$ cat src/common/eeprom_front_consts.vh
// constants for the two-wire eeprom slave front end
`ifndef EEPROM_FRONT_CONSTS_VH
`define EEPROM_FRONT_CONSTS_VH
// fixed upper nibble of the command byte; the value is arbitrary
`define CMD_FAMILY_CODE      4'h6
`define CMD_FAMILY_MSB       7
`define CMD_FAMILY_LSB       4
`define CMD_STRAP_MSB        3
`define CMD_STRAP_LSB        1
`define CMD_DIR_BIT          0
`define ADDR_WIDTH           13
`define ADDR_HIGH_BITS       5
`define PAGE_OFFSET_BITS     5
`define MEM_BYTES            8192
`define PAGE_BYTES           32
`define PROG_TIME_NS         5000000
`define CLK_PERIOD_NS        5
`define PROG_CYCLES          (`PROG_TIME_NS / `CLK_PERIOD_NS)
`define ERASE_VALUE          8'hFF
`define BIT_COUNT_RESET      4'h0
`endif

$ cat src/design/eeprom_bus_slave.v
// two-wire bus slave front end of an 8192-byte page-programmed eeprom
`timescale 1ns/1ps
`include "eeprom_front_consts.vh"
// What this block does
// - sample on scl rise, drive on fall
// - sda only pulled low or released
// - start is sda falling, scl high
// - stop is sda rising, ends communication
// - stop after written data starts programming
// - stop after read goes standby
// - after programming return idle, lines released
// - receiver acks low during ninth clock
// - transmitter releases sda after eighth bit
// - ack received bytes only when addressed
// - sda changes only while scl low
// - bits three..one match chip-select straps
// - bit zero selects write or read
// - read continues while master acknowledges
// - write protect high blocks memory changes
// - 8192 bytes, 256 pages of 32
// - program one byte or up to 32
// - self-timed erase then write cycle
// - address bytes load the address counter
// - counter advances after read or written byte
// - page write wraps low five bits
// - no command ack while programming
module eeprom_bus_slave #(
    parameter PROG_CYCLES = `PROG_CYCLES,
    parameter AW          = `ADDR_WIDTH
) (
    input  wire       clk_sys,
    input  wire       sys_rst,
    input  wire       clkEn,
    input  wire       sclIn,
    input  wire       sdaIn,
    output wire       sdaOut,
    output reg        sdaOe,
    input  wire       chip_select_strap_bit0,
    input  wire       chip_select_strap_bit1,
    input  wire       chip_select_strap_bit2,
    input  wire       writeProtect,
    output reg        programBusy,
    output reg        memWriteEn,
    output reg  [12:0] memAddr,
    output reg  [7:0] memWriteData,
    input  wire [7:0] memReadData
);
    // ************************************************************
    // states
    // ************************************************************
    localparam [5:0] ST_IDLE    = 6'h01;
    localparam [5:0] ST_COMMAND = 6'h02;
    localparam [5:0] ST_ADDR_HI = 6'h04;
    localparam [5:0] ST_ADDR_LO = 6'h08;
    localparam [5:0] ST_WDATA   = 6'h10;
    localparam [5:0] ST_RDATA   = 6'h20;
    localparam [2:0] PG_IDLE  = 3'h1;
    localparam [2:0] PG_ERASE = 3'h2;
    localparam [2:0] PG_WRITE = 3'h4;
    localparam [31:0] PROG_LAST = PROG_CYCLES - 1;
    localparam [31:0] HALF_LAST = PROG_CYCLES / 2 - 1;

    // ************************************************************
    // pin synchronisers and edge detection
    // ************************************************************
    reg  [1:0] sclSync;
    reg  [1:0] sdaSync;
    reg        sclPrev;
    reg        sdaPrev;
    always @(posedge clk_sys) begin
        if (sys_rst) begin
            sclSync <= 2'h3;
            sdaSync <= 2'h3;
            sclPrev <= 1'b1;
            sdaPrev <= 1'b1;
        end else if (clkEn) begin
            sclSync <= {sclSync[0], sclIn};
            sdaSync <= {sdaSync[0], sdaIn};
            sclPrev <= sclSync[1];
            sdaPrev <= sdaSync[1];
        end
    end
    wire sclRise = clkEn & sclSync[1] & ~sclPrev;
    wire sclFall = clkEn & ~sclSync[1] & sclPrev;
    // scl must be steady high across the sda edge, else it is ordinary data
    wire startSeen = clkEn & sclSync[1] & sclPrev & sdaPrev & ~sdaSync[1];
    wire stopSeen  = clkEn & sclSync[1] & sclPrev & ~sdaPrev & sdaSync[1];

    function strapMatch;
        input [7:0] b;
        input [2:0] straps;
        begin
            strapMatch = (b[`CMD_FAMILY_MSB:`CMD_FAMILY_LSB] == `CMD_FAMILY_CODE) &&
                         (b[`CMD_STRAP_MSB:`CMD_STRAP_LSB] == straps);
        end
    endfunction

    // ************************************************************
    // bit engine
    // ************************************************************
    reg  [5:0]  state;
    reg  [3:0]  bitCount;
    reg  [7:0]  shiftIn;
    reg  [7:0]  shiftOut;
    reg         ackPhase;
    reg         masterAck;
    reg         wroteData;
    reg  [AW-1:0] addrCount;
    reg  [2:0]  strapLatch;
    reg  [2:0]  pgState;
    reg  [31:0] pgTimer;
    reg  [4:0]  pgIdx;
    reg  [AW-1:0] pageBase;
    reg         bufWrite;
    reg  [4:0]  bufIdx;
    reg  [7:0]  bufData;
    wire [7:0]  bufReadData;
    wire        bufReadValid;
    wire [7:0]  rxByte = {shiftIn[6:0], sdaSync[1]};
    reg         pgStart;

    // straps are slow pins: capture through the same two-flop path
    reg [2:0] strapSync0;
    always @(posedge clk_sys) begin
        if (sys_rst) begin
            strapSync0 <= 3'h0;
            strapLatch <= 3'h0;
        end else if (clkEn) begin
            strapSync0 <= {chip_select_strap_bit2, chip_select_strap_bit1, chip_select_strap_bit0};
            strapLatch <= strapSync0;
        end
    end
    reg [1:0] wpSync;
    always @(posedge clk_sys) begin
        if (sys_rst)
            wpSync <= 2'h0;
        else if (clkEn)
            wpSync <= {wpSync[0], writeProtect};
    end

    assign sdaOut = 1'b0;

    always @(posedge clk_sys) begin
        if (sys_rst) begin
            state     <= ST_IDLE;
            bitCount  <= `BIT_COUNT_RESET;
            shiftIn   <= 8'h00;
            shiftOut  <= 8'h00;
            ackPhase  <= 1'b0;
            masterAck <= 1'b0;
            sdaOe     <= 1'b0;
            wroteData <= 1'b0;
            addrCount <= {AW{1'b0}};
            bufWrite  <= 1'b0;
            bufIdx    <= 5'h00;
            bufData   <= 8'h00;
            pgStart   <= 1'b0;
            pageBase  <= {AW{1'b0}};
        end else if (clkEn) begin
            bufWrite <= 1'b0;
            pgStart  <= 1'b0;
            if (startSeen) begin
                state     <= ST_COMMAND;
                bitCount  <= `BIT_COUNT_RESET;
                ackPhase  <= 1'b0;
                sdaOe     <= 1'b0;
                wroteData <= 1'b0;
            end else if (stopSeen) begin
                state <= ST_IDLE;
                sdaOe <= 1'b0;
                if (wroteData && !wpSync[1])
                    pgStart <= 1'b1;
                wroteData <= 1'b0;
            end else if (state != ST_IDLE) begin
                if (sclRise) begin
                    if (!ackPhase) begin
                        shiftIn  <= rxByte;
                        bitCount <= bitCount + 4'h1;
                    end else begin
                        masterAck <= ~sdaSync[1];
                    end
                end else if (sclFall) begin
                    if (ackPhase) begin
                        // ninth clock done: release, then either send or listen
                        ackPhase <= 1'b0;
                        bitCount <= `BIT_COUNT_RESET;
                        sdaOe    <= 1'b0;
                        if (state == ST_RDATA) begin
                            if (sdaOe || masterAck) begin
                                shiftOut  <= memReadData;
                                sdaOe     <= ~memReadData[7];
                                addrCount <= addrCount + 1'b1;
                            end else begin
                                state <= ST_IDLE;
                            end
                        end
                    end else if (bitCount == 4'h8) begin
                        ackPhase <= 1'b1;
                        sdaOe    <= 1'b0;
                        case (state)
                            ST_COMMAND: begin
                                if (strapMatch(shiftIn, strapLatch) && !programBusy) begin
                                    sdaOe <= 1'b1;
                                    state <= shiftIn[`CMD_DIR_BIT] ? ST_RDATA : ST_ADDR_HI;
                                end else begin
                                    state <= ST_IDLE;
                                end
                            end
                            ST_ADDR_HI: begin
                                sdaOe <= 1'b1;
                                addrCount[AW-1:8] <= shiftIn[`ADDR_HIGH_BITS-1:0];
                                state <= ST_ADDR_LO;
                            end
                            ST_ADDR_LO: begin
                                sdaOe <= 1'b1;
                                addrCount[7:0] <= shiftIn;
                                state <= ST_WDATA;
                            end
                            ST_WDATA: begin
                                sdaOe    <= 1'b1;
                                bufWrite <= 1'b1;
                                bufIdx   <= addrCount[4:0];
                                bufData  <= shiftIn;
                                pageBase <= {addrCount[AW-1:5], 5'h00};
                                wroteData <= 1'b1;
                                addrCount <= {addrCount[AW-1:5], addrCount[4:0] + 5'h01};
                            end
                            ST_RDATA: begin
                                sdaOe <= 1'b0;
                            end
                            default: state <= ST_IDLE;
                        endcase
                    end else if (state == ST_RDATA && bitCount != `BIT_COUNT_RESET) begin
                        shiftOut <= {shiftOut[6:0], 1'b0};
                        sdaOe    <= ~shiftOut[6];
                    end
                end
            end
        end
    end

    // ************************************************************
    // self-timed erase/write of buffered page bytes
    // ************************************************************
    page_write_buffer #(
        .DEPTH    (`PAGE_BYTES),
        .IDX_BITS (`PAGE_OFFSET_BITS)
    ) pageBuf (
        .clk_sys   (clk_sys),
        .sys_rst   (sys_rst),
        .clkEn     (clkEn),
        // protected or abandoned bytes must not ride into a later cycle
        .clearAll  ((pgState == PG_WRITE && pgTimer == PROG_LAST) || (startSeen && !programBusy)),
        .writeEn   (bufWrite),
        .writeIdx  (bufIdx),
        .writeData (bufData),
        .readIdx   (pgIdx),
        .readData  (bufReadData),
        .readValid (bufReadValid)
    );

    // only bytes that were addressed are erased and written
    always @(posedge clk_sys) begin
        if (sys_rst) begin
            pgState      <= PG_IDLE;
            pgTimer      <= 32'h00000000;
            pgIdx        <= 5'h00;
            programBusy  <= 1'b0;
            memWriteEn   <= 1'b0;
            memAddr      <= 13'h0000;
            memWriteData <= 8'h00;
        end else if (clkEn) begin
            memWriteEn <= 1'b0;
            case (pgState)
                PG_IDLE: begin
                    memAddr <= addrCount; // read path follows the counter
                    if (pgStart) begin
                        pgState     <= PG_ERASE;
                        programBusy <= 1'b1;
                        pgTimer     <= 32'h00000000;
                        pgIdx       <= 5'h00;
                    end
                end
                PG_ERASE: begin
                    pgTimer <= pgTimer + 32'h1;
                    pgIdx   <= pgIdx + 5'h01;
                    // first step after pgIdx restarts sees a stale valid flag
                    if (bufReadValid && pgTimer != 32'h0 && pgTimer <= 32'd33) begin
                        memWriteEn   <= 1'b1;
                        memAddr      <= pageBase | {{(AW-5){1'b0}}, pgIdx - 5'h01};
                        memWriteData <= `ERASE_VALUE;
                    end
                    if (pgTimer == HALF_LAST) begin
                        pgState <= PG_WRITE;
                        pgIdx   <= 5'h00;
                    end
                end
                PG_WRITE: begin
                    pgTimer <= pgTimer + 32'h1;
                    pgIdx   <= pgIdx + 5'h01;
                    if (bufReadValid && pgTimer > HALF_LAST + 32'd1 && pgTimer <= HALF_LAST + 32'd33) begin
                        memWriteEn   <= 1'b1;
                        memAddr      <= pageBase | {{(AW-5){1'b0}}, pgIdx - 5'h01};
                        memWriteData <= bufReadData;
                    end
                    if (pgTimer == PROG_LAST) begin
                        pgState     <= PG_IDLE;
                        programBusy <= 1'b0;
                    end
                end
                default: pgState <= PG_IDLE;
            endcase
        end
    end
endmodule

$ cat src/design/page_write_buffer.v
// page buffer with per-byte valid flags for one programming cycle
`timescale 1ns/1ps
`include "eeprom_front_consts.vh"
module page_write_buffer #(
    parameter DEPTH    = `PAGE_BYTES,
    parameter IDX_BITS = `PAGE_OFFSET_BITS
) (
    input  wire                clk_sys,
    input  wire                sys_rst,
    input  wire                clkEn,
    input  wire                clearAll,
    input  wire                writeEn,
    input  wire [IDX_BITS-1:0] writeIdx,
    input  wire [7:0]          writeData,
    input  wire [IDX_BITS-1:0] readIdx,
    output reg  [7:0]          readData,
    output reg                 readValid
);
    reg [7:0]       store [0:DEPTH-1];
    reg [DEPTH-1:0] filled;
    genvar g;
    generate
        for (g = 0; g < DEPTH; g = g + 1) begin : slot
            always @(posedge clk_sys) begin
                if (sys_rst) begin
                    store[g]  <= 8'h00;
                    filled[g] <= 1'b0;
                end else if (clkEn) begin
                    if (writeEn && writeIdx == g) begin
                        store[g]  <= writeData;
                        filled[g] <= 1'b1;
                    end else if (clearAll) begin
                        filled[g] <= 1'b0;
                    end
                end
            end
        end
    endgenerate
    always @(posedge clk_sys) begin
        if (sys_rst) begin
            readData  <= 8'h00;
            readValid <= 1'b0;
        end else if (clkEn) begin
            readData  <= store[readIdx];
            readValid <= filled[readIdx];
        end
    end
endmodule

$ cat config.mk
export PLATFORM = sky130hd
export DESIGN_NAME = eeprom_bus_slave
export DESIGN_NICKNAME = d
export VERILOG_FILES = /design/src/design/eeprom_bus_slave.v /design/src/design/page_write_buffer.v
export VERILOG_INCLUDE_DIRS = /design/src /design/src/common
export SDC_FILE = /design/constraint.sdc
export NUM_CORES = 1
export LEC_CHECK = 0
export ABC_AREA = 1
export BUFFER_PORTS_ARGS = -buffer_cell sky130_fd_sc_hd__buf_2
export CORE_MARGIN = 2
export CORE_UTILIZATION = 55
export CTS_CLUSTER_SIZE = 20
export DETAILED_ROUTE_END_ITERATION = 12
export PLACE_DENSITY = 0.71
export SKIP_LAST_GASP = 1
export SLEW_MARGIN = 20
export SYNTH_ARGS = -nofsm -noshare
export SYNTH_HDL_FRONTEND = slang
export SYNTH_SLANG_ARGS = --single-unit
$ cat constraint.sdc
create_clock -name clk_sys -period 3.65 [get_ports clk_sys]
set_input_delay 0.365 -clock clk_sys [delete_from_list [all_inputs] [get_ports clk_sys]]
set_output_delay 0.365 -clock clk_sys [all_outputs]
set_load 0.02 [all_outputs]
Word level (Yosys, flattened, before mapping)

Memory sizes are Yosys's and may differ from the RTL's. A register that Yosys moved wholly into a read port is not among the register bits.
Index checks and enable logic that the tools add are counted.

Memories kept: 1
Logic and storage cells: 627
RAM bits: 256
Output and inout port bits: 25
Register bits: 175
Input port bits: 17

Memories:

| name          | depth | width | rd ports | clocked after memory_dff | wr ports | RTL line               | text |
|---|---|---|---|---|---|---|---|
| pageBuf.store | 32    | 8     | 1        | 1                        | 32       | page_write_buffer.v:19 | `reg [7:0] store [0:DEPTH-1];` |

Reductions and logical operators: 153
Bitwise operators: 52
Equality and inequality tests: 62
$add $sub $neg: 6
Muxes and demuxes: 286
Magnitude comparators: 4

Operators by type and width:

| cell                  | number |
|---|---|
| $mux 8                | 34 |
| $mux 1                | 205 |
| $reduce_bool 2->1     | 41 |
| $eq 5x5->1 const B    | 16 |
| $mux 13               | 6 |
| $mux 6                | 11 |
| $pmux 32 s2           | 1 |
| $reduce_and 2->1      | 32 |
| $logic_and 1x1->1     | 42 |
| $eq 5x4->1 const B    | 8 |
| $pmux 13 s3           | 1 |
| $mux 7                | 5 |
| $add 32x1->32 const B | 1 |
| $eq 32x19->1 const B  | 1 |
| $eq 32x20->1 const B  | 1 |
| $gt 32x19->1 const B  | 1 |
| $le 32x19->1 const B  | 1 |
| $le 32x6->1 const B   | 1 |
| $mux 32               | 1 |
| $or 1x1->1            | 32 |
| $pmux 8 s2            | 2 |
| $reduce_bool 32->1    | 1 |
| $reduce_and 10->1     | 3 |
| $mux 4                | 7 |
| 53 further kinds      | 109 |

Logic depth before layout (Yosys ltp)

Gate-level depths: netlist of run 1.

Depth in word-level cells: 12
Mapped depth: 15
Gate-level depth less buffers: 14

Hierarchy

Synthesis of run 1 repeated with hierarchy kept, for this count alone.

Cell total of the unflattened synthesis: 2637
Area, all modules: 21296.7 µm²

By module, submodules not included:

| module            | area each (µm²) | cells each | seq. area each (µm²) | instances |
|---|---|---|---|---|
| page_write_buffer | 13594.3         | 1474       | 8508.2               | 1 |
| eeprom_bus_slave  | 7702.4          | 1163       | 2842.7               | 1 |

Worst setup path after synthesis of run 1

OpenSTA, ideal clock, no wires.

Kind: input to register
From: input port clkEn
To: memory pageBuf.store[20][0], enable pin
Data arrival time: 1650 ps
Slack: 1616 ps
Stages on the path: 6
Data required time: 3266 ps
Cell sequence: inv_1 buf_6 nor3_1 inv_1 clkbuf_1 o21ai_0

RTL lines:

| element         | RTL line               | text |
|---|---|---|
| start, declared | eeprom_bus_slave.v:33  | `input wire clkEn,` |
| end, declared   | page_write_buffer.v:19 |  |

==> flow_metrics.tcl, run 1 <==
set metrics [dict create \
    synth_top_cell_area_share 0.369 \
    wl_per_cell_um 18.7 \
    hold_buffers 0 \
    drv_cap 0 \
    crit_required_ns 4.07 \
    fin_worst_skew_ns 0.0128 \
    ys_seq_area_frac 0.545 \
    yosysTopAreaCell "edfxtp_1" \
    place.port_buffers 40 \
    p_int_mw 8.52 \
    cts_tree "done" \
    fillers 3286 \
    cts.sinks 439 \
    grt_pass1_vias 16709 \
    grt_pass1_wl_mm 89.9 \
    drt_iter0_drc 2071 \
    cts_buffer_depth 3 \
    final_core_util 0.612 \
    placementRows 71 \
    critPathLaunch "pgIdx[0]" \
    yosysWarnings 0 \
    vias 17875 \
    p_clk_frac 0.438 \
    core_area_um2 37500 \
    status "completed" \
    track_usage 0.290 \
    hold_viol 0 \
    grt_max_degree 75 \
    antenna_found_initial 0 \
    hold_path_class "input port to register" \
    final_layout_size_suffix_gt1_frac 0.0921 \
    drv_slew 0 \
    setup_viol 0 \
    crit_end "pageBuf.readData[3]" \
    io_pins 42 \
    synth_edf_count 256 \
    r2r_end "pageBuf.readData[3]" \
    dr.pass1.iters 8 \
    synth_ff_type "edfxtp_1" \
    root_buffer "clkbuf_16" \
    p_switching_mw 2.61 \
    synth-seq-cells 439 \
    fin_crit_ns 2.81 \
    ctsResizeCount 0 \
    synth_area_um2 20800 \
    setup_tns_ns 0 \
    layout.nets 2529 \
    rrSetupSlack_ns 0.84 \
    synth_cells 2517 \
    drc_errors 0 \
    die-area_um2 39500 \
    dp_hpwl_mm 37.2 \
    p_seq_frac 0.489 \
    synthTopCellsByArea "edfxtp_1 (37%), dfxtp_1 (18%), nor2_1 (12%)" \
    clk_latency_ns 0.56 \
    worst_slew_pin_slew_ns 1.08 \
    antenna-diode-count 0 \
    vdd_drop_max_mv 0.453 \
    register_area_um2 11400 \
    async_flop_share 0 \
    synth_area_per_cell_um2 8.28 \
    leakagePower_nw 8.52 \
    antenna_left 0 \
    r2r_start "pgIdx[0]" \
    p_sw_frac 0.235 \
    routed_wl_mm 56.9 \
    syn_to_final_growth_pct 10.1 \
    globalplace.congestion 0.942 \
    overflow 0 \
    syn_nets 2543 \
    worstSetupPathType "register to register" \
    htree_levels 2 \
    fmax_ghz 0.356 \
    post_cts_buffers 0 \
    clk_pin_slew_ns 0.06 \
    initial_core_util 0.556 \
    path_max_fanout 43 \
    die_h_um 199 \
    grt_setup_unrepaired "false" \
    pwr_density_cell_nw_per_um2 485 \
    combPwrFrac 0.073 \
    fin_crit_sh 0.769 \
    multi_input_area_um2 8220 \
    rr_worst_depth 8 \
    routed_via_density 5.86 \
    start_kind "register" \
    netlist-cell-type-count 47 \
    critPathCaptureType "register" \
    cts_buffers 47 \
    cp.arrival_ns 3.23 \
    max-slew-margin-rel 0.281 \
    die_w_um 199 \
]
-- critical path, cell delays in order (launching register included) --
cell      delay [ns]
dfxtp_4         0.60
clkinv_2        0.61
buf_12          0.40
o21ai_0         0.22
o211ai_1        0.21
nand3_1         0.21
nand3b_1        0.15
nand3_1         0.17
a21oi_1         0.08
-- state kept, by name, summed over array words and instances, names as in the netlist, 3 cells and up --
signal,count
addrCount,13
bitCount,4
bufData,8
bufIdx,5
memAddr,13
memWriteData,8
pageBase,8
pageBuf.filled,32
pageBuf.readData,8
pageBuf.store,256
pgIdx,5
pgState,3
pgTimer,32
shiftIn,8
shiftOut,7
state,6
strapLatch,3
strapSync0,3
-- layout make-up --
cell class	instances	area share
clock buffer	67	0.0604
clock inverter	20	0.00851
inverter	162	0.0268
multi-input combinational	1771	0.358
sequential	439	0.495
tap	511	0.0279
timing repair buffer	82	0.0230
-- worst min-delay path by stage --
stage	startpoint	end	slack [ns]	depth (start not counted)
floorplan	shiftOut[5]	shiftOut[5]	0.42	2
global placement	shiftOut[5]	shiftOut[5]	0.44	2
detailed placement	shiftOut[5]	shiftOut[5]	0.45	2
CTS	sclIn	sclSync[0]	0.007	3
global route	sclIn	sclSync[0]	0.03	3
finish	sclIn	sclSync[0]	0.03	3
-- kinds of logic after synthesis --
| logic type | Yosys count | synth area share |
|---|---|---|
| muxes | 1 | 0.000540 |
| buffers and inverters | 307 | 0.0615 |
| other | 1 | 0.000180 |
| and+or+nand+nor | 1253 | 0.254 |
| adders and majority gates | 9 | 0.00540 |
| AOI/OAI and AO/OA | 493 | 0.128 |
| xor gates and xnor gates | 14 | 0.00588 |
| DFF | 439 | 0.545 |
-- synthesized netlist by cell type, types with 7 or more instances --
| master | n |
|---|---|
| o22ai_1 | 25 |
| buf_2 | 41 |
| ha_1 | 9 |
| o21ai_0 | 271 |
| buf_6 | 8 |
| nand3_1 | 138 |
| xor2_1 | 13 |
| dfxtp_1 | 183 |
| clkinv_1 | 7 |
| buf_1 | 11 |
| nor3_1 | 36 |
| o211ai_1 | 37 |
| nand3_2 | 16 |
| a21oi_1 | 129 |
| nand2_1 | 344 |
| edfxtp_1 | 256 |
| nand4_1 | 28 |
| nor2_2 | 8 |
| inv_1 | 145 |
| nor2_1 | 648 |
| o21ai_1 | 8 |
| clkbuf_1 | 80 |
| nand2_2 | 12 |
| inv_2 | 10 |
| a211oi_1 | 8 |
-- per-stage QoR --
step           cell area (um2)  total power, mW  worst slack (ns)  hold WS, ns  cells
2_1_floorplan            20800             6.09              1.62        0.424   2517
3_3_place_gp             21400             6.33             0.946        0.441   2965
6_report                 22900             11.1             0.843       0.0285   3052
3_5_place_dp             21400             6.34             0.843        0.451   2965
4_1_cts                  22900             11.1             0.933      0.00660   3052
5_1_grt                  22900             11.5             0.691       0.0330   3052
-- layer usage --
layer  up-vias  share of wire  track usage
met5         -              0            0
met1      8456           0.42        0.412
li1       8412              -            -
met2       882           0.46        0.465
met4         0          0.030       0.0923
met3       125          0.087       0.0358
-- placed cells by master, fill, tap and decap left out, types with 3 or more instances in the layout --
cell / n
nand3b_1: 4
o21ai_1: 13
a211oi_1: 8
inv_2: 17
clkbuf_1: 10
o21ai_0: 266
ha_1: 9
dfxtp_1: 181
xor2_1: 13
nor2_1: 648
o211a_1: 4
clkinv_1: 11
inv_1: 136
buf_4: 41
clkbuf_16: 50
o211ai_1: 37
edfxtp_1: 256
nand2_2: 12
a31oi_1: 4
nor3_2: 6
clkbuf_8: 7
nand3_1: 138
nor3_1: 34
nand4_1: 28
clkinv_2: 13
nand3_2: 16
o21ai_2: 3
buf_2: 40
nand2_1: 344
a21oi_1: 129
bufinv_16: 4
nor2_2: 8
o22ai_1: 25
-- power by group through the flow --
| stage | sequential (mW) | combinational (mW) | clock, mW |
|---|---|---|---|
| 6_report | 5.44 | 0.813 | 4.87 |
| 5_1_grt | 5.46 | 0.899 | 5.10 |
| 4_1_cts | 5.44 | 0.799 | 4.90 |
| 3_5_place_dp | 5.55 | 0.795 | 0 |
| 3_3_place_gp | 5.54 | 0.781 | 0 |
| 2_1_floorplan | 5.54 | 0.551 | 0 |
Power figures use the tool's default switching activity.
==> inputs of run 2 (changes only) <==
- PLACE_DENSITY: 0.71 -> 0.74
- clock period: 3.65 -> 2.2 ns (I/O delays scaled with it)
==> run 2 against run 1 <==
Combinational power rose by 80%; cell count up 1.9%; global-route usage is essentially flat; flip-flop and latch count unchanged; register-to-register slack worse by 0.75 ns; clock-buffer cell count shrank 5; first-iteration DRC count shrank 8.0%; power grew 65%; worst setup slack got worse by 0.75 ns; sequential power rose by 66%; critical endpoint is now pageBuf.readData[1]; largest cell class unchanged; highest routed layer unchanged.
==> flow_metrics.tcl, run 2 (synthesis results as in run 1) <==
set metrics [dict create \
    register_area_um2 11400 \
    dp_slack_ns 0.195 \
    final_layout_size_suffix_gt1_frac 0.105 \
    holdWs_ns 0.0502 \
    path_max_fanout 57 \
    setup_tns_ns 0 \
    status "completed" \
    routed_via_density 5.78 \
    fin_crit_ns 2.11 \
    drv_cap 0 \
    globalplace.congestion 0.948 \
    cts_buffers 46 \
    hold_path_depth 5 \
    leakagePower_nw 8.80 \
    finalInstanceArea_um2 23500 \
    hold_path_class "input port to register" \
    max-slew-margin-rel 0.622 \
    rrSetupSlack_ns 0.09 \
    grt_setup_unrepaired "false" \
    post_cts_buffers 0 \
    root_buffer "clkbuf_16" \
    antenna_left 0 \
    postLayoutSetupSlackWorst_ns 0.0926 \
    pwr_density_cell_nw_per_um2 782 \
    antenna-diode-count 0 \
    grt_max_degree 60 \
    largestRegisters "pageBuf.store (256), pageBuf.filled (32), pgTimer (32)" \
    track_usage 0.290 \
    final_common_cell "nor2_1" \
    fin_crit_sh 0.958 \
    layout.nets 2588 \
    routed_wl_mm 56.3 \
    fmax_ghz 0.475 \
    vdd_drop_max_mv 0.679 \
    syn_to_final_growth_pct 12.7 \
    grt_pass1_vias 16822 \
    layout_common_cells "nor2_1 (648), nand2_1 (344), o21ai_0 (271), edfxtp_1 (256), dfxtp_1 (181)" \
    start_kind "register" \
    fin_worst_skew_ns 0.0190 \
    largest_reg_flops 256 \
    initial_core_util 0.556 \
    wl_per_cell_um 18.1 \
    place.port_buffers 40 \
    io_pins 42 \
    drt_iter0_drc 1906 \
    postPlaceCellArea_um2 21800 \
    layout.cells.non_filler 3110 \
    setup_viol 0 \
    rr_worst_depth 8 \
    htree_levels 2 \
    die-area_um2 39500 \
    drv_slew 0 \
    clk_latency_ns 0.58 \
    die_w_um 199 \
    clk_pin_slew_ns 0.06 \
    drc_errors 0 \
    cts_buffer_depth 3 \
    cts.sinks 439 \
    overflow 0 \
    worstSetupPathType "register to register" \
    dp_hpwl_mm 37.5 \
    regMostFlops "pageBuf.store" \
    hold_viol 0 \
    crit_required_ns 2.63 \
    critPathCaptureType "register" \
    worst_slew_pin_slew_ns 0.561 \
    cp.arrival_ns 2.54 \
    final_core_util 0.626 \
    core_area_um2 37500 \
    placed_cells 3013 \
    cts_tree "done" \
    vias 17967 \
    antenna_found_initial 0 \
    die_h_um 199 \
    fillers 3204 \
    dr.pass1.iters 6 \
    grt_pass1_wl_mm 89.9 \
    placementRows 71 \
    multi_input_area_um2 8220 \
    totalPowerFinal_mw 18.4 \
]
[run 2: cell types whose count changed in the layout (fill, tap and decap cells not counted), sizes merged]
cell         change
inv              +1
dlygate4sd3     +12
buf             +48
clkbuf           -5
clkinvlp         +2
[run 2: where the power goes]
group / leakage (nW) / total (mW) / internal [mW] / switching [mW]
clock network: 0.752 / 7.88 / 4.62 / 3.26
logic: 3.99 / 1.46 / 0.463 / 0.995
registers: 4.07 / 9.02 / 8.92 / 0.104
[run 2: what timing repair did]
item,4_1_cts,5_1_grt
hold buffers,12,0
endpoints found under the setup margin,0,4
resized for setup,0,1
endpoints found under the hold margin,12,0
[run 2: final cells by class]
cell class                      instances  area share
Clock buffer                           62      0.0555
Clock inverter                         23     0.00922
Inverter                              162      0.0262
Multi-Input combinational cell       1771       0.350
Sequential cell                       439       0.484
Tap cell                              511      0.0272
Timing Repair Buffer                  142      0.0484
[run 2: worst max-delay path, cell delays in order (launching register included)]
cell,delay [ns]
dfxtp_4,0.36
clkinv_2,0.16
buf_12,0.23
o21ai_0,0.21
o22ai_1,0.18
a21oi_1,0.29
nand3_1,0.27
nand3_1,0.17
a21oi_1,0.07
[run 2: worst paths after layout]
| check | startpoint | to |
|---|---|---|
| min reg2reg | shiftOut[5] | shiftOut[5] |
| max reg2reg | pgIdx[0] | pageBuf.readData[1] |
| max | pgIdx[0] | pageBuf.readData[1] |
| min | memReadData[5] | shiftOut[5] |
[run 2: metal layers]
metal / vias to the layer above / share of wire / GRT usage
li1: 8528 / - / -
met1: 8498 / 0.43 / 0.409
met2: 800 / 0.46 / 0.460
met3: 141 / 0.079 / 0.0334
met4: 0 / 0.039 / 0.116
met5: - / 0 / 0
